File: config.mk
export PLATFORM = sky130hd
export DESIGN_NAME = network_loss_action_control
export DESIGN_NICKNAME = d
export VERILOG_FILES = /design/src/loss_action_pkg.sv /design/src/network_loss_action_control.sv
export SDC_FILE = /design/constraint.sdc
export NUM_CORES = 1
export LEC_CHECK = 0
export ABC_AREA = 1
export BUFFER_PORTS_ARGS = -buffer_cell sky130_fd_sc_hd__buf_4
export CAP_MARGIN = 20
export CORE_AREA = 2 2 244 246
export DETAILED_ROUTE_END_ITERATION = 8
export DIE_AREA = 0 0 246 248
export PLACE_DENSITY = 0.48
export SYNTH_ARGS = -nofsm -noshare
export SYNTH_HDL_FRONTEND = slang
export SYNTH_SLANG_ARGS = --single-unit
File: constraint.sdc
create_clock -name sys_clk -period 9.25 [get_ports sys_clk]
set_input_delay 0.4625 -clock sys_clk [delete_from_list [all_inputs] [get_ports sys_clk]]
set_output_delay 0.4625 -clock sys_clk [all_outputs]
set_load 0.02 [all_outputs]
File: src/loss_action_pkg.sv
// Purpose: Shared constants and types for the network loss action block.
// Assumes: Register port with one-cycle read latency, 32-bit data.
// Notes:   Offsets are word indices times four; all values are plain defaults.
package loss_action_pkg;

  // Register byte offsets.
  localparam logic [7:0] ctrl_addr     = 8'h00;
  localparam logic [7:0] wdog_addr     = 8'h04;
  localparam logic [7:0] status_addr   = 8'h08;
  localparam logic [7:0] irq_stat_addr = 8'h0C;
  localparam logic [7:0] irq_mask_addr = 8'h10;
  localparam logic [7:0] param_sel_addr = 8'h14;
  localparam logic [7:0] param_dat_addr = 8'h18;

  // Control register fields.
  localparam int policy_lsb  = 0;
  localparam int action_lsb  = 4;
  localparam int eoff_lsb    = 12;
  localparam int boi_bit     = 16;
  localparam int reset_bit   = 17;

  // Reset values.
  localparam logic [1:0]  policy_reset = 2'h0;
  localparam logic [4:0]  action_reset = 5'h00;
  localparam logic [31:0] wdog_reset   = 32'h0007_A120;

  // Timeout policies.
  localparam logic [1:0] policy_timed_out = 2'h0;
  localparam logic [1:0] policy_delete    = 2'h1;
  localparam logic [1:0] policy_restart   = 2'h2;

  // Loss actions.
  localparam logic [4:0] act_zero   = 5'h00;
  localparam logic [4:0] act_retain = 5'h01;
  localparam logic [4:0] act_stop   = 5'h02;
  localparam logic [4:0] act_eoff   = 5'h03;
  localparam logic [4:0] act_preset_first = 5'h04;
  localparam logic [4:0] act_preset_last  = 5'h12;

  // Parameter object.
  localparam logic [7:0] param_class_code = 8'h0F;
  localparam logic [4:0] param_first      = 5'h01;
  localparam logic [4:0] param_last       = 5'h1D;

  // Interrupt bits.
  localparam int irq_timeout = 0;
  localparam int irq_fault   = 1;
  localparam int irq_applied = 2;
  localparam int irq_restore = 3;
  localparam int irq_width   = 4;

  // Consumed I/O data toward the drive.
  typedef struct packed {
    logic        run;
    logic        stop;
    logic        emergency_off;
    logic        preset_valid;
    logic [3:0]  preset_index;
    logic [15:0] freq_cmd;
    logic [15:0] cmd_word;
  } drive_cmd_t;

  typedef enum logic [1:0] {
    conn_established,
    conn_timed_out,
    conn_deleted
  } conn_state_t;

endpackage : loss_action_pkg

File: src/network_loss_action_control.sv
// Purpose: Watches the polled I/O connection and network faults, applies timeout policy
//          and the selected failsafe action to data passed on to the drive.
// Assumes: Network inputs are asynchronous pins; drive side shares sys_clk.
// Notes:   The parameter object maps alias numbers to attribute values supplied by
//          other objects through param_values.
// Behaviour
// - Loss action applies on connection inactivity timeout and on fatal network fault.
// - Policy 0 puts the connection in timed-out state until reset or deletion.
// - Policy 1 deletes the connection automatically on watchdog expiry.
// - Policy 2 keeps the connection established and restarts the inactivity timer.
// - Loss action on timeout works under every policy value except 2 (0, 1 and 3); policy 2 keeps last conditions, but a fatal fault still applies it.
// - Action 0 forces consumed data to zero, stopping drive at zero frequency.
// - Action 1 keeps the most recently consumed data unchanged.
// - Action 2 issues a stop command to the drive.
// - Action 3 issues emergency off; drive reaction follows its own behaviour setting.
// - Actions 4 to 18 select preset speeds 1 to 15 in order.
// - Stop, emergency off and preset act only if network was command source at timeout.
// - Zeroed data stops the drive only when option interface is command source.
// - Preset actions leave the run and stop command unchanged.
// - Parameter object, class code 0x0F, aliases attributes of other objects.
// - Parameters 1 to 29 are supported, including bus-off behaviour and counter.
`timescale 1ns/1ps
module network_loss_action_control (
  input  wire logic                        sys_clk,
  input  wire logic                        rst_n,
  input  wire logic [7:0]                  reg_addr,
  input  wire logic [31:0]                 reg_wdata,
  input  wire logic                        reg_write,
  input  wire logic                        reg_read,
  output logic      [31:0]                 reg_rdata,
  output logic                             irq,
  input  wire logic                        net_rx_strobe,
  input  wire logic                        net_fatal_fault,
  input  wire logic [31:0]                 net_data,
  input  wire logic                        net_is_cmd_source,
  input  wire logic                        option_cmd_mode,
  input  wire logic [29*16-1:0]            param_values,
  output loss_action_pkg::drive_cmd_t      drive_cmd,
  output logic                             drive_cmd_active,
  output logic [1:0]                       emergency_off_behavior_select,
  output logic                             bus_off_interrupt_behavior,
  output logic [1:0]                       conn_state
);

  localparam int irq_width_c = loss_action_pkg::irq_width;

  logic                          rst_meta;
  logic                          rst_sync_n;
  logic [2:0]                    rx_sync;
  logic [1:0]                    fault_sync;
  logic [1:0]                    src_sync;
  logic [1:0]                    mode_sync;
  logic [1:0]                    policy;
  logic [4:0]                    comm_loss_action_select;
  logic [31:0]                   wdog_limit;
  logic [31:0]                   wdog_count;
  logic [31:0]                   last_data;
  logic [4:0]                    param_sel;
  logic [irq_width_c-1:0]        irq_stat;
  logic [irq_width_c-1:0]        irq_mask;
  logic [irq_width_c-1:0]        irq_set;
  loss_action_pkg::conn_state_t  state;
  logic                          loss_latched;
  logic                          src_at_loss;
  logic                          mode_at_loss;
  logic                          rx_pulse;
  logic                          fault_now;
  logic                          expiry;
  logic                          loss_event;
  logic                          conn_reset;
  logic                          fault_seen;
  loss_action_pkg::drive_cmd_t   next_drive_cmd;

  function automatic loss_action_pkg::drive_cmd_t unpack_data(input logic [31:0] d);
    loss_action_pkg::drive_cmd_t c;
    c.cmd_word      = d[15:0];
    c.freq_cmd      = d[31:16];
    c.run           = d[0];
    c.stop          = ~d[0];
    c.emergency_off = d[1];
    c.preset_valid  = 1'b0;
    c.preset_index  = 4'h0;
    return c;
  endfunction : unpack_data

  function automatic logic [15:0] param_word(input logic [4:0] n, input logic [29*16-1:0] v);
    logic [15:0] w;
    w = 16'h0000;
    if (n >= loss_action_pkg::param_first && n <= loss_action_pkg::param_last) begin
      w = v[(32'(n) - 1) * 16 +: 16];
    end
    return w;
  endfunction : param_word

  // The reset is released through two flops so that release is synchronous everywhere.
  always_ff @(posedge sys_clk or negedge rst_n) begin
    if (!rst_n) begin
      rst_meta   <= 1'b0;
      rst_sync_n <= 1'b0;
    end else begin
      rst_meta   <= 1'b1;
      rst_sync_n <= rst_meta;
    end
  end

  always_ff @(posedge sys_clk or negedge rst_sync_n) begin
    if (!rst_sync_n) begin
      rx_sync    <= 3'h0;
      fault_sync <= 2'h0;
      src_sync   <= 2'h0;
      mode_sync  <= 2'h0;
    end else begin
      rx_sync    <= {rx_sync[1:0], net_rx_strobe};
      fault_sync <= {fault_sync[0], net_fatal_fault};
      src_sync   <= {src_sync[0], net_is_cmd_source};
      mode_sync  <= {mode_sync[0], option_cmd_mode};
    end
  end

  // Data is assumed stable around the strobe, so it is sampled on the synchronised edge.
  assign rx_pulse  = rx_sync[1] & ~rx_sync[2];
  assign fault_now = fault_sync[1];
  assign expiry    = (state == loss_action_pkg::conn_established) && (wdog_count >= wdog_limit);
  assign conn_reset = reg_write && (reg_addr == loss_action_pkg::ctrl_addr)
                      && reg_wdata[loss_action_pkg::reset_bit];
  // A fault only counts once the link has carried traffic.
  assign loss_event = ((expiry && (policy != loss_action_pkg::policy_restart))
                      || (fault_now && fault_seen)) && !loss_latched;

  always_ff @(posedge sys_clk or negedge rst_sync_n) begin
    if (!rst_sync_n) begin
      fault_seen <= 1'b0;
    end else if (rx_pulse) begin
      fault_seen <= 1'b1;
    end
  end

  // Connection state and inactivity timer.
  always_ff @(posedge sys_clk or negedge rst_sync_n) begin
    if (!rst_sync_n) begin
      state      <= loss_action_pkg::conn_established;
      wdog_count <= 32'h0000_0000;
    end else begin
      case (state)
        loss_action_pkg::conn_established: begin
          if (rx_pulse) begin
            wdog_count <= 32'h0000_0000;
          end else if (expiry) begin
            wdog_count <= 32'h0000_0000;
            case (policy)
              loss_action_pkg::policy_timed_out: state <= loss_action_pkg::conn_timed_out;
              loss_action_pkg::policy_delete:    state <= loss_action_pkg::conn_deleted;
              default:                           state <= loss_action_pkg::conn_established;
            endcase
          end else begin
            wdog_count <= wdog_count + 32'h0000_0001;
          end
        end
        loss_action_pkg::conn_timed_out, loss_action_pkg::conn_deleted: begin
          if (conn_reset) begin
            state      <= loss_action_pkg::conn_established;
            wdog_count <= 32'h0000_0000;
          end
        end
        default: begin
          state <= loss_action_pkg::conn_established;
        end
      endcase
    end
  end

  assign conn_state = state;

  // Loss latch: source and mode are captured once; the latch is held until fresh data after recovery.
  always_ff @(posedge sys_clk or negedge rst_sync_n) begin
    if (!rst_sync_n) begin
      loss_latched <= 1'b0;
      src_at_loss  <= 1'b0;
      mode_at_loss <= 1'b0;
    end else if (loss_event) begin
      loss_latched <= 1'b1;
      src_at_loss  <= src_sync[1];
      mode_at_loss <= mode_sync[1];
    end else if (loss_latched && rx_pulse && !fault_now
                 && state == loss_action_pkg::conn_established) begin
      loss_latched <= 1'b0;
    end
  end

  // The strobe that ends a loss is kept, so the drive never falls back to pre-loss data.
  always_ff @(posedge sys_clk or negedge rst_sync_n) begin
    if (!rst_sync_n) begin
      last_data <= 32'h0000_0000;
    end else if (rx_pulse && !(loss_latched && fault_now)
                 && state == loss_action_pkg::conn_established) begin
      last_data <= net_data;
    end
  end

  always_comb begin
    next_drive_cmd = unpack_data(last_data);
    if (loss_latched) begin
      if (comm_loss_action_select == loss_action_pkg::act_zero) begin
        next_drive_cmd = unpack_data(32'h0000_0000);
        if (!mode_at_loss) begin
          next_drive_cmd.stop = 1'b0;
        end
      end else if (comm_loss_action_select == loss_action_pkg::act_retain) begin
        next_drive_cmd = unpack_data(last_data);
      end else if (src_at_loss) begin
        if (comm_loss_action_select == loss_action_pkg::act_stop) begin
          next_drive_cmd.run  = 1'b0;
          next_drive_cmd.stop = 1'b1;
        end else if (comm_loss_action_select == loss_action_pkg::act_eoff) begin
          next_drive_cmd.emergency_off = 1'b1;
        end else if (comm_loss_action_select >= loss_action_pkg::act_preset_first
                     && comm_loss_action_select <= loss_action_pkg::act_preset_last) begin
          // Run and stop bits stay as last consumed.
          next_drive_cmd.preset_valid = 1'b1;
          next_drive_cmd.preset_index = 4'(comm_loss_action_select
                                           - loss_action_pkg::act_preset_first + 5'h01);
        end
      end
    end
  end

  always_ff @(posedge sys_clk or negedge rst_sync_n) begin
    if (!rst_sync_n) begin
      drive_cmd        <= '0;
      drive_cmd_active <= 1'b0;
    end else begin
      drive_cmd        <= next_drive_cmd;
      drive_cmd_active <= loss_latched;
    end
  end

  // Configuration registers.
  always_ff @(posedge sys_clk or negedge rst_sync_n) begin
    if (!rst_sync_n) begin
      policy                        <= loss_action_pkg::policy_reset;
      comm_loss_action_select       <= loss_action_pkg::action_reset;
      emergency_off_behavior_select <= 2'h0;
      bus_off_interrupt_behavior    <= 1'b0;
      wdog_limit                    <= loss_action_pkg::wdog_reset;
      irq_mask                      <= '0;
      param_sel                     <= loss_action_pkg::param_first;
    end else if (reg_write) begin
      case (reg_addr)
        loss_action_pkg::ctrl_addr: begin
          policy                  <= reg_wdata[loss_action_pkg::policy_lsb +: 2];
          // Out-of-range selections are refused and the old value kept.
          if (reg_wdata[loss_action_pkg::action_lsb +: 5] <= loss_action_pkg::act_preset_last) begin
            comm_loss_action_select <= reg_wdata[loss_action_pkg::action_lsb +: 5];
          end
          emergency_off_behavior_select <= reg_wdata[loss_action_pkg::eoff_lsb +: 2];
          bus_off_interrupt_behavior    <= reg_wdata[loss_action_pkg::boi_bit];
        end
        loss_action_pkg::wdog_addr:     wdog_limit <= reg_wdata;
        loss_action_pkg::irq_mask_addr: irq_mask   <= reg_wdata[irq_width_c-1:0];
        loss_action_pkg::param_sel_addr: param_sel <= reg_wdata[4:0];
        default: begin
        end
      endcase
    end
  end

  // Sticky status: a new event wins over a simultaneous write-one clear.
  assign irq_set = {rx_pulse && loss_latched, loss_event, fault_now && fault_seen, expiry};

  always_ff @(posedge sys_clk or negedge rst_sync_n) begin
    if (!rst_sync_n) begin
      irq_stat <= '0;
    end else if (reg_write && reg_addr == loss_action_pkg::irq_stat_addr) begin
      irq_stat <= (irq_stat & ~reg_wdata[irq_width_c-1:0]) | irq_set;
    end else begin
      irq_stat <= irq_stat | irq_set;
    end
  end

  assign irq = |(irq_stat & irq_mask);

  always_ff @(posedge sys_clk or negedge rst_sync_n) begin
    if (!rst_sync_n) begin
      reg_rdata <= 32'h0000_0000;
    end else if (reg_read) begin
      case (reg_addr)
        loss_action_pkg::ctrl_addr:     reg_rdata <= {15'h0000, bus_off_interrupt_behavior,
                                                      2'h0, emergency_off_behavior_select,
                                                      3'h0, comm_loss_action_select,
                                                      2'h0, policy};
        loss_action_pkg::wdog_addr:     reg_rdata <= wdog_limit;
        loss_action_pkg::status_addr:   reg_rdata <= {26'h0000000, src_at_loss, fault_now,
                                                      loss_latched, 1'b0, conn_state};
        loss_action_pkg::irq_stat_addr: reg_rdata <= {28'h0000000, irq_stat};
        loss_action_pkg::irq_mask_addr: reg_rdata <= {28'h0000000, irq_mask};
        loss_action_pkg::param_sel_addr: reg_rdata <= {16'h0000, loss_action_pkg::param_class_code,
                                                       3'h0, param_sel};
        loss_action_pkg::param_dat_addr: reg_rdata <= {16'h0000,
                                                       param_word(param_sel, param_values)};
        default:                        reg_rdata <= 32'h0000_0000;
      endcase
    end else begin
      reg_rdata <= 32'h0000_0000;
    end
  end

endmodule : network_loss_action_control

Word-level counts from Yosys, hierarchy flattened
Index checks and enable logic that the tools add are counted.
{ "totals": {"reg_bits": 209, "latchBits": 0, "ramBits": 0, "mem_bits_ro": 0, "in_bits": 544, "out_inout_bits": 79, "elab_cells": 124, "n_memories": 0} }
{ "classes": {"addsub": 4, "n_mul": 0, "div_mod_pow": 0, "magnitude_cmp": 6, "n_eq_ne": 16, "n_shift": 1, "n_mux": 25, "n_bitwise": 8, "reduce_logical": 34} }
{ "ops": {"columns": ["cell", "n"], "rows": [
  ["$shiftx A464 B33 Y16", 1],
  ["$pmux W32 S7", 1],
  ["$mux W32", 4],
  ["$mux W40", 2],
  ["$pmux W32 S2", 1],
  ["$add A32 B1 Y32 const B", 1],
  ["$ge A32 B32 Y1", 1],
  ["$eq A8 B5 Y1 const B", 3],
  ["$eq A8 B4 Y1 const B", 2],
  ["$mux W16", 1],
  ["$mux W8", 2],
  ["$le A5 B5 Y1 const B", 3],
  ["$logic_and A1 B1 Y1", 15],
  ["$eq A5 B2 Y1 const B", 2],
  ["$mux W5", 2],
  ["$reduce_and A2 Y1", 5],
  ["$and A4 B4 Y4", 2],
  ["$eq A8 B3 Y1 const B", 1],
  ["$logic_not A8 Y1", 1],
  ["$mux W2", 4],
  ["$ne A2 B2 Y1 const B", 4],
  ["$or A4 B4 Y4", 2],
  ["$pmux W2 S2", 2],
  ["$mux W6", 1],
  ["21 further kinds", 31]
]} }

Depth between registers and ports, before layout
Gate-level depths: netlist (run 1).
{ "logic_depth": {"depth_word": 9, "ltp_mapped": 18, "depth_no_buf": 18} }

Least setup slack after synthesis (run 1)
Ideal clock, no wire load.
{ "synth_path": {"path_type": "register -> register", "startpoint": "register param_sel[0]", "endpoint": "register reg_rdata[12]", "setup_time_ns": 0.132, "arrival_ns": 2.559, "required_ns": 9.118, "path_slack_ns": 6.559, "stages_incl_launch_ff": 16, "path_buffers": 5, "path_cell_list": "dfstp_2 inv_1 buf_4 buf_2 buf_2 ha_1 inv_2 clkbuf_1 clkbuf_1 nand3_1 nand3_1 nand3_1 nand3_1 nand2_1 a21oi_1 nor2_1"} }
{ "synth_via": {"elab_chain_len": 5, "word_cells_on_any_way": 8, "cone_classes": "1 x add/sub; 2 x order compare; 1 x shift; 3 x mux; 1 x reduce/logical"} }
{ "synth_rtl": {"columns": ["element", "line_no", "rtl"], "rows": [
  ["start, declared", "network_loss_action_control.sv:58", "logic [4:0] param_sel;"],
  ["start signal, assigned", "network_loss_action_control.sv:246", "param_sel <= loss_action_pkg::param_first;"],
  ["start signal, assigned", "network_loss_action_control.sv:260", "loss_action_pkg::param_sel_addr: param_sel <= reg_wdata[4:0];"],
  ["$sub A5 B1 Y6, or another cell as far along", "network_loss_action_control.sv:90", "w = v[(32'(n) - 1) * 16 +: 16];"],
  ["$shiftx A464 B33 Y16 / $logic_and A1 B1 Y1 (equally long branches)", "network_loss_action_control.sv:90, network_loss_action_control.sv:89", null],
  ["$mux W16 (*)", "network_loss_action_control.sv:89", "if (n >= loss_action_pkg::param_first && n <= loss_action_pkg::param_last) begin"],
  ["$pmux W32 S7 (*)", "network_loss_action_control.sv:286", "case (reg_addr)"],
  ["$mux W32 (*)", "network_loss_action_control.sv:285", "end else if (reg_read) begin"],
  ["end signal, assigned", "network_loss_action_control.sv:287", "loss_action_pkg::ctrl_addr: reg_rdata <= {15'h0000, bus_off_interrupt_behavior,"],
  ["end signal, assigned", "network_loss_action_control.sv:291", "loss_action_pkg::wdog_addr: reg_rdata <= wdog_limit;"],
  ["end signal, assigned", "network_loss_action_control.sv:292", "loss_action_pkg::status_addr: reg_rdata <= {26'h0000000, src_at_loss, fault_now,"],
  ["end, declared", "network_loss_action_control.sv:30", "output logic [31:0] reg_rdata,"]
]} }
Mark *: on every way between the ends. The rest lies on a longest branch, timed or not.
A chain may end at the register's enable or synchronous reset.

Worst setup path in the final report (run 1)
{ "layout_path": {"startpoint": "register param_sel[0]", "endpoint": "register reg_rdata[4]"} }
The elaborated chain is that of the path after synthesis.

==> key figures, run 1 <==
Place
  – Gpl congestion: 1.04
  – PortBufs: 622
  – DPL Wire Length: 65700 um
  – Pre-CTS WS: 4.15 ns

Finish
  – Commonest non-fill, non-tap cell in the layout: buf_4
  – Layout cells sized above 1: 28.2%
  – Layout net count: 3203
  – Area Growth Syn to Fin: 43.7%
  – Commonest non-fill, non-tap cells in the layout: buf_4, nand2_1, nand3_1, nor2_1, dfrtp_1

STA
  – Unrepaired setup endpoints after global routing: no
  – Worst slew margin: 26.5%
  – Post-route minimum period: 5.21 ns
  – Setup Skew: 0.0143 ns
  – Final Worst Setup Slack: 4.04 ns
  – Max Fclk: 192 MHz
  – # setup viols final: 0
  – Setup TNS: 0 ns
  – Fin crit share: 56.3%
  – Fin. Hold Viols: 0
  – Slew Limit Fails: 0
  – Least-Margin Pin Slew: 1.10 ns
  – Fin Hold WS: 0.0296 ns

Pwr
  – Pwr/cell area: 156 nW/um2
  – VDD IR max: 154 uV
  – Overall power: 3.19 mW
  – Leakage: 10.5 nW

Status
  – Outcome: completed

Synthesis
  – Synth Area per Inst: 6.88 um2
  – Post-synth top flop: dfrtp_1
  – Share of the synthesized area in the top cell type: 35.3%
  – Ys Warns: 0
  – Post-Synthesis Cells: 2074
  – Synth Net Count: 2658
  – EDFF count, synth: 0
  – Synthesized area: 14300 um2
  – Ys async rst share: 100%
  – Dominant cell type by area after synthesis: dfrtp_1
  – Sequential element share of the synthesized area: 36.7%
  – Synth top area cells: dfrtp_1, nand2_1, nand3_1
  – Count of unique library cells instantiated by Yosys: 51
  – FF+latch count, synth: 209

Drt
  – Initial drt markers: 1290
  – WL per Instance: 24.0 um
  – Antenna viol nets, final: 0
  – # DRC: 0
  – Final WL: 82000 um
  – Detailed-route via count: 17000
  – Vias per cell: 4.97
  – DRT Pass-1 Iters: 7

Global route
  – Vias in the first global route: 17100
  – Antenna violations before repair: 21
  – Total track usage: 26.1%
  – First-pass GRT wire length: 117000 um
  – Largest net degree at the start of global routing: 142
  – Total gr overflow: 0

Clock tree
  – Worst-path clk slew: 0.06 ns
  – Clk_lat worst skew: 0.55 ns
  – Max Buffers Root-to-Sink: 3
  – Hold Buf Count CTS: 4
  – CTS tree: built
  – Post-CTS Setup Inserts: 0
  – Clock root buffer: clkbuf_16
  – Sink Count: 209
  – H-Tree Depth: 1
  – CTS buffer count: 27
  – PostCTS Resize Cnt: 0

Setup path
  – Worst endpoint required time: 9.64 ns
  – Critical path class: reg2reg
  – Worst setup SP type: register
  – FF-to-FF setup slack: 4.04 ns
  – Arr. time, crit path: 5.60 ns
  – CP Capture Type: register
  – Crit path max fanout: 121

Die
  – Die ar.: 61000 um2
  – Num ports: 623
  – Std-Cell Rows: 89
  – Core Region: 58500 um2
  – Die Ht: 248 um
  – Die W: 246 um
  – Initial Utilization: 24.4%

Job
  – Max Cap Violations: 0

Min path
  – Hold Crit Class: in2reg
-- worst paths after layout --
kind / startpoint / to / depth (start not counted)
worst max-delay path: param_sel[0] / reg_rdata[4] / 10
worst min-delay path: option_cmd_mode / mode_sync[0] / 1
worst max register to register: param_sel[0] / reg_rdata[4] / 10
worst min register to register: mode_sync[0] / mode_sync[1] / 0
max in group asynchronous: rst_sync_n / wdog_count[22] / 1
min in group asynchronous: rst_n / rst_meta / 2
-- registers in the layout, indices dropped and copies added (netlist names), 3 cells and up --
register	flops
param_sel	5
wdog_count	32
rx_sync	3
irq_stat	4
comm_loss_action_select	5
irq_mask	4
reg_rdata	32
wdog_limit	32
last_data	32
drive_cmd	40
-- cell type report --
cell class / instances / area (um2)
fill: 6371 / 38000
multi-input combinational: 1554 / 7770
sequential: 209 / 5250
timing repair buffer: 642 / 4880
tap: 773 / 967
clock buffer: 43 / 796
inverter: 185 / 702
clock inverter: 7 / 91.3
antenna: 12 / 30.0
-- routing by layer --
metal | track usage [%] | vias to the layer above | wire length, um
li1 | - | 8010 | -
met1 | 33.7 | 8242 | 34600
met2 | 44.1 | 672 | 39100
met3 | 5.46 | 93 | 6230
met4 | 6.93 | 6 | 2100
met5 | 0 | - | 44
-- Yosys cell counts (3+ instances only) --
| master | count |
|---|---|
| buf_2 | 49 |
| a21oi_1 | 63 |
| nand4_1 | 39 |
| buf_1 | 10 |
| o22ai_1 | 21 |
| dfstp_2 | 8 |
| nor4_1 | 6 |
| o221ai_1 | 18 |
| o211ai_1 | 74 |
| inv_2 | 3 |
| inv_1 | 181 |
| ha_1 | 40 |
| buf_4 | 5 |
| buf_6 | 4 |
| o311ai_0 | 6 |
| nor3_1 | 48 |
| nand2_1 | 547 |
| xor2_1 | 15 |
| o21ai_0 | 132 |
| a221oi_1 | 3 |
| nor2_1 | 215 |
| clkbuf_1 | 57 |
| dfrtp_1 | 201 |
| o21ai_1 | 20 |
| a21o_1 | 5 |
| a211oi_1 | 3 |
| or2_2 | 37 |
| nand3_1 | 235 |
-- stage by stage --
stage | std cells | util, % | instance area (um2)
finish | 3425 | 35.0 | 20500
global route | 3424 | 35.0 | 20500
CTS | 3412 | 35.0 | 20400
detailed placement | 3358 | 33.4 | 19500
global placement | 3356 | 33.3 | 19500
floorplan | 2074 | - | 14300
-- critical path, cell delays in order, from the launching register on --
cell and delay, ns:
dfstp_4 1.22, inv_6 0.51, ha_4 0.74, buf_4 0.70, nand2_1 0.74, o221ai_1 0.46
nand3_1 0.17, nand3_1 0.14, nand2_1 0.07, nand2_1 0.08, a21oi_1 0.06
-- power by group --
group	total, mW	leakage [nW]	switching (mW)	internal, mW
logic	1.01	7.38	0.608	0.405
registers	1.12	2.66	0.0807	1.04
clock network	1.05	0.432	0.412	0.642
-- logic make-up after synthesis --
kind of cell | synth area share [%]
DFF | 36.7
and+or+nand+nor | 34.6
other | 0.0263
buffers and inverters | 8.97
AOI/OAI and AO/OA | 15.0
xor gates and xnor gates | 1.16
adders and majority gates | 3.51
No activity file was read; power rests on OpenSTA's default activity.
==> run 2, diff against run 1 <==
- CORE_AREA: 2 2 244 246 -> 2 2 240 242
- DIE_AREA: 0 0 246 248 -> 0 0 242 244
- PLACE_DENSITY: 0.48 -> 0.49
- clock period: 9.25 -> 4.85 ns (I/O delays scaled with it)
==> key figures, run 2 (same netlist as run 1, synthesis figures left out) <==
Status
  – Outcome: completed (unchanged)

Clock tree
  – CTS buffer count: 25 (was 27)
  – PostCTS Resize Cnt: 0 (unchanged)
  – Clk_lat worst skew: 0.54 ns (was 0.55 ns)
  – Sink Count: 209 (unchanged)
  – H-Tree Depth: 1 (unchanged)
  – Clock root buffer: clkbuf_16 (unchanged)
  – CTS tree: built (unchanged)
  – Worst-path clk slew: 0.07 ns (was 0.06 ns)
  – Max Buffers Root-to-Sink: 3 (unchanged)

Drt
  – Final WL: 83100 um (was 82000 um)
  – WL per Instance: 24.0 um (about the same)
  – Initial drt markers: 1361 (was 1290)
  – Antenna viol nets, final: 0 (unchanged)
  – Detailed-route via count: 17200 (was 17000)
  – Vias per cell: 4.97 (about the same)
  – # DRC: 0 (unchanged)
  – DRT Pass-1 Iters: 5 (was 7)

STA
  – Max Fclk: 281 MHz (was 192 MHz)
  – Slew Limit Fails: 0 (unchanged)
  – Fin. Hold Viols: 0 (unchanged)
  – Least-Margin Pin Slew: 1.11 ns (was 1.10 ns)
  – Unrepaired setup endpoints after global routing: no (unchanged)
  – Fin crit share: 73.3% (was 56.3%)
  – Setup TNS: 0 ns (unchanged)
  – Setup Skew: 0.0189 ns (was 0.0143 ns)
  – # setup viols final: 0 (unchanged)
  – Worst slew margin: 25.5% (was 26.5%)
  – Post-route minimum period: 3.56 ns (was 5.21 ns)
  – Final Worst Setup Slack: 1.29 ns (was 4.04 ns)
  – Fin Hold WS: 0.00954 ns (was 0.0296 ns)

Finish
  – Layout cells sized above 1: 27.8% (was 28.2%)
  – Util after Layout: 37.4% (was 35.0%)
  – Biggest register: drive_cmd (unchanged)
  – Fin cells: 3463 (was 3425)
  – Commonest non-fill, non-tap cells in the layout: buf_4, nand2_1, nand3_1, nor2_1, dfrtp_1 (unchanged)
  – Layout net count: 3263 (was 3203)
  – Max reg flops: 40 (unchanged)
  – Area Growth Syn to Fin: 47.4% (was 43.7%)
  – Final Cell Area: 21000 um2 (was 20500 um2)
  – Commonest non-fill, non-tap cell in the layout: buf_4 (unchanged)
  – Fill cells: 6081 (was 6371)

Die
  – Num ports: 623 (unchanged)
  – Die Ht: 244 um (was 248 um)
  – Die ar.: 59000 um2 (was 61000 um2)
  – Initial Utilization: 25.4% (was 24.4%)
  – Die W: 242 um (was 246 um)
  – Std-Cell Rows: 87 (was 89)
  – Core Region: 56200 um2 (was 58500 um2)

Global route
  – Largest net degree at the start of global routing: 151 (was 142)
  – Vias in the first global route: 17100 (about the same)
  – Met2 GRT Util: 46.4% (was 44.1%)
  – GR peak layer: met2 (unchanged)
  – First-pass GRT wire length: 120000 um (was 117000 um)
  – Antenna violations before repair: 14 (was 21)
  – Total track usage: 27.3% (was 26.1%)
  – Met3 Use GR: 5.02% (was 5.46%)
  – Met1 usage in global routing: 36.0% (was 33.7%)
  – Total gr overflow: 0 (unchanged)

Setup path
  – Crit path buf inv count: 2 (unchanged)
  – Worst setup SP type: register (unchanged)
  – CP Capture Type: register (unchanged)
  – Critical path class: reg2reg (unchanged)
  – Arr. time, crit path: 3.97 ns (was 5.60 ns)
  – Critical path's largest stage delay: 0.87 ns (was 1.22 ns)
  – CP Cell Sequence: inv_6, ha_4, xnor2_2, buf_4, nor2_1, o21ai_0, a21o_1, nand3_1, nand2_1, nand2_1, nand3_1, a21oi_1 (was inv_6, ha_4, buf_4, nand2_1, o221ai_1, nand3_1, nand3_1, nand2_1, nand2_1, a21oi_1)
  – Worst endpoint required time: 5.26 ns (was 9.64 ns)
  – CP max-delay cell: dfstp_4 (unchanged)
  – Crit path max fanout: 64 (was 121)
  – Crit path max-delay family: buffers and inverters (was flip-flops)

Pwr
  – Clock network power share: 31.4% (was 33.1%)
  – Int Pwr: 3.92 mW (was 2.09 mW)
  – Pwr/cell area: 287 nW/um2 (was 156 nW/um2)
  – Logic gate share of total power: 33.3% (was 31.8%)
  – Leakage: 10.7 nW (was 10.5 nW)
  – Overall power: 6.03 mW (was 3.19 mW)
  – Sw Pwr: 2.11 mW (was 1.10 mW)
  – VDD IR max: 280 uV (was 154 uV)
  – Sequential share of power: 35.3% (was 35.1%)
  – Sw Ratio: 35.0% (was 34.5%)

Min path
  – Hold Crit Class: in2reg (unchanged)

Job
  – Max Cap Violations: 0 (unchanged)

Place
  – PortBufs: 622 (unchanged)
  – Post-DP Area: 19600 um2 (was 19500 um2)
  – Pre-CTS WS: 1.39 ns (was 4.15 ns)
  – Gpl congestion: 1.02 (was 1.04)
  – DPL Wire Length: 66800 um (was 65700 um)
  – Dpl cells: 3349 (was 3358)
## run 2: power groups by stage
| stage | combinational, mW | clock, mW | sequential, mW |
|---|---|---|---|
| 2_1_floorplan | 0.841 | 0 | 2.27 |
| 3_3_place_gp | 1.95 | 0 | 2.15 |
| 3_5_place_dp | 1.97 | 0 | 2.15 |
| 4_1_cts | 2.02 | 1.94 | 2.13 |
| 5_1_grt | 2.20 | 2.02 | 2.16 |
| 6_report | 2.01 | 1.89 | 2.13 |
## run 2: repair_timing
item / 4_1_cts / 5_1_grt
setup buffers: 0 / 0
endpoints found under the hold margin: 61 / 0
hold buffers: 59 / 0
## run 2: routing by layer
| layer | wire length, um | part of all wire [%] |
|---|---|---|
| met3 | 5950 | 7.2 |
| met1 | 35500 | 43 |
| met2 | 39900 | 48 |
| met5 | 41 | 0.049 |
| met4 | 1800 | 2.2 |
## run 2: path summary, 6_finish.rpt
kind	start	endpoint	slack, ns	depth (start not counted)
min in group asynchronous	rst_n	rst_sync_n	0.03	2
worst max-delay path	param_sel[0]	reg_rdata[3]	1.29	12
max in group asynchronous	rst_sync_n	reg_rdata[25]	3.10	1
worst min register to register	mode_sync[0]	mode_sync[1]	0.34	0
worst min-delay path	reg_wdata[16]	wdog_limit[16]	0.01	3
worst max register to register	param_sel[0]	reg_rdata[3]	1.29	12
## run 2: cell type report
type / instances / area, um2 / area share [%]
Multi-Input combinational cell: 1554 / 7770 / 37.0
Timing Repair Buffer: 704 / 5510 / 26.2
Sequential cell: 209 / 5250 / 25.0
Tap cell: 756 / 946 / 4.50
Clock buffer: 37 / 721 / 3.43
Inverter: 185 / 702 / 3.34
Clock inverter: 8 / 93.8 / 0.446
Antenna cell: 10 / 25.0 / 0.119
## run 2: worst min-delay path, delay by kind of cell
family	cells	cell delay (ns)
AOI/OAI and AO/OA	1	0.09
buffers and inverters	2	0.18
==> run 3, diff against run 2 <==
- clock period: 4.85 -> 3.5 ns (I/O delays scaled with it)
==> key figures, run 3 (same netlist as run 1, synthesis figures left out) <==
Setup path
  – Worst r2r src: param_sel[0] (unchanged)
  – Worst reg-to-reg path cell count: 12 (unchanged)
  – Worst endpoint required time: 3.90 ns (was 5.26 ns)
  – Crit. Startpoint: param_sel[0] (unchanged)
  – CP Cell Sequence: inv_6, ha_4, buf_12, nand2_1, buf_4, o21ai_0, a21o_1, nand3_1, nand2_1, nand2_1, nand3_1, a21oi_1 (was inv_6, ha_4, xnor2_2, buf_4, nor2_1, o21ai_0, a21o_1, nand3_1, nand2_1, nand2_1, nand3_1, a21oi_1)
  – Arr. time, crit path: 3.45 ns (was 3.97 ns)
  – Critical path class: reg2reg (unchanged)
  – Critical path's largest stage delay: 0.67 ns (was 0.87 ns)
  – CP Capture Type: register (unchanged)
  – Worst setup SP type: register (unchanged)
  – FF-to-FF setup slack: 0.45 ns (was 1.29 ns)
  – Reg-to-Reg End: reg_rdata[1] (was reg_rdata[3])
  – CP max-delay cell: dfstp_4 (unchanged)
  – Crit path max fanout: 62 (was 64)
  – Worst Setup EP: reg_rdata[1] (was reg_rdata[3])
  – Most used cell, CP: nand2_1

Die
  – Num ports: 623 (unchanged)
  – Die ar.: 59000 um2 (unchanged)
  – Die W: 242 um (unchanged)
  – Initial Utilization: 25.4% (unchanged)
  – Std-Cell Rows: 87 (unchanged)
  – Core Region: 56200 um2 (unchanged)
  – Die Ht: 244 um (unchanged)

Min path
  – Worst Min Path Start: reg_read (was reg_wdata[16])
  – Hold Crit Class: in2reg (unchanged)

Drt
  – Vias per cell: 5.03 (was 4.97)
  – Detailed-route via count: 17500 (was 17200)
  – DRT Pass-1 Iters: 5 (unchanged)
  – Initial drt markers: 1324 (was 1361)
  – Final WL: 85600 um (was 83100 um)
  – WL per Instance: 24.6 um (was 24.0 um)
  – Antenna viol nets, final: 0 (unchanged)
  – # DRC: 0 (unchanged)

Global route
  – Met3 Use GR: 5.06% (was 5.02%)
  – Largest net degree at the start of global routing: 143 (was 151)
  – Total gr overflow: 0 (unchanged)
  – GR peak layer: met2 (unchanged)
  – Met1 usage in global routing: 36.9% (was 36.0%)
  – Total track usage: 28.1% (was 27.3%)
  – Antenna violations before repair: 13 (was 14)
  – Vias in the first global route: 17700 (was 17100)
  – First-pass GRT wire length: 123000 um (was 120000 um)
  – Met2 GRT Util: 47.7% (was 46.4%)

Clock tree
  – Max Buffers Root-to-Sink: 3 (unchanged)
  – Clock root buffer: clkbuf_16 (unchanged)
  – Clk_lat worst skew: 0.54 ns (about the same)
  – Sink Count: 209 (unchanged)
  – H-Tree Depth: 1 (unchanged)
  – CTS tree: built (unchanged)
  – Worst-path clk slew: 0.06 ns (was 0.07 ns)
  – CTS buffer count: 25 (unchanged)

STA
  – # setup viols final: 0 (unchanged)
  – Post-route minimum period: 3.05 ns (was 3.56 ns)
  – Max Fclk: 328 MHz (was 281 MHz)
  – Worst slew margin: 26.1% (was 25.5%)
  – Setup TNS: 0 ns (unchanged)
  – Fin. Hold Viols: 0 (unchanged)
  – Slew Limit Fails: 0 (unchanged)
  – Unrepaired setup endpoints after global routing: no (unchanged)
  – Setup Skew: 0.0184 ns (was 0.0189 ns)
  – Least-Margin Pin Slew: 1.10 ns (was 1.11 ns)
  – Fin crit share: 87.0% (was 73.3%)

Place
  – Post-DP Area: 19700 um2 (was 19600 um2)
  – Gpl congestion: 1.13 (was 1.02)
  – PortBufs: 622 (unchanged)
  – DPL Wire Length: 69500 um (was 66800 um)

Finish
  – Max reg flops: 40 (unchanged)
  – Biggest register: drive_cmd (unchanged)
  – Final Cell Area: 21200 um2 (was 21000 um2)
  – Commonest non-fill, non-tap cells in the layout: buf_4, nand2_1, nand3_1, nor2_1, dfrtp_1 (unchanged)
  – Layout cells sized above 1: 27.8% (about the same)
  – Layout net count: 3283 (was 3263)
  – Area Growth Syn to Fin: 48.6% (was 47.4%)
  – Commonest non-fill, non-tap cell in the layout: buf_4 (unchanged)

Pwr
  – Logic gate share of total power: 34.0% (was 33.3%)
  – Leakage: 10.8 nW (was 10.7 nW)
  – VDD IR max: 367 uV (was 280 uV)
  – Sw Pwr: 2.91 mW (was 2.11 mW)
  – Sequential share of power: 35.5% (was 35.3%)
  – Clock network power share: 30.5% (was 31.4%)
  – Int Pwr: 5.38 mW (was 3.92 mW)
  – Pwr/cell area: 392 nW/um2 (was 287 nW/um2)
  – Sw Ratio: 35.1% (was 35.0%)

Status
  – Outcome: completed (unchanged)

Job
  – Max Cap Violations: 0 (unchanged)
## run 3: cell count changes in the layout (fill, tap and decap cells not counted), moves of 2 or more
cell and change:
buf_4 +8, buf_12 +3, clkbuf_1 +2, dlygate4sd3_1 +10, clkinv_2 -4, diode_2 +2
## run 3: final cells by class
class                           count  area (um2)
Timing Repair Buffer              724        5720
Fill cell                        6151       35000
Tap cell                          756         946
Sequential cell                   209        5250
Multi-Input combinational cell   1554        7770
Clock buffer                       39         728
Antenna cell                       12        30.0
Inverter                          185         702
Clock inverter                      3        43.8
## run 3: power by group through the flow
stage,logic [mW],registers [mW],clock network (mW)
after detailed placement,2.76,2.97,0
after global placement,2.74,2.97,0
after floorplan,1.17,3.14,0
after global routing,3.08,2.98,2.69
final,2.82,2.94,2.53
after CTS,2.83,2.94,2.60
## run 3: worst min-delay path by stage
stage,endpoint,slack (ns),cells past startpoint
floorplan,rst_meta,-0.12,0
global placement,rst_meta,-0.04,1
detailed placement,rst_meta,-0.04,1
CTS,reg_rdata[3],0.01,3
global route,reg_rdata[3],0.04,3
finish,reg_rdata[3],0.05,3
## run 3: through the flow
step / total power [mW] / util [%] / std cells / hold WS, ns / setup WS (ns)
2_1_floorplan: 4.30 / - / 2074 / -0.121 / 0.0669
3_3_place_gp: 5.71 / 35.0 / 3358 / -0.0415 / 0.577
3_5_place_dp: 5.74 / 35.1 / 3359 / -0.0399 / 0.541
4_1_cts: 8.38 / 37.7 / 3470 / 0.0121 / 0.537
5_1_grt: 8.75 / 37.7 / 3482 / 0.0384 / 0.385
6_report: 8.30 / 37.7 / 3482 / 0.0484 / 0.453
## run 3: layer usage
metal,routed length (um),vias to the layer above
met1,36800,8547
met4,2020,2
met3,5880,92
met5,13,-
met2,40900,719
li1,-,8167
## run 3: critical path: cells and delay by family (launching register included)
kind / cells / cell delay, ns
AO/OA/AOI/OAI: 3 / 0.81
adder cells (fa/ha/maj): 1 / 0.33
buffers and inverters: 3 / 0.63
flip-flops: 1 / 0.67
AND/OR/NAND/NOR: 5 / 0.43
## run 3: repair_timing
action / 4_1_cts / 5_1_grt
hold buffers: 69 / 0
buffers inserted: 0 / 0
resized for setup: 0 / 0
endpoints found under the hold margin: 83 / 0
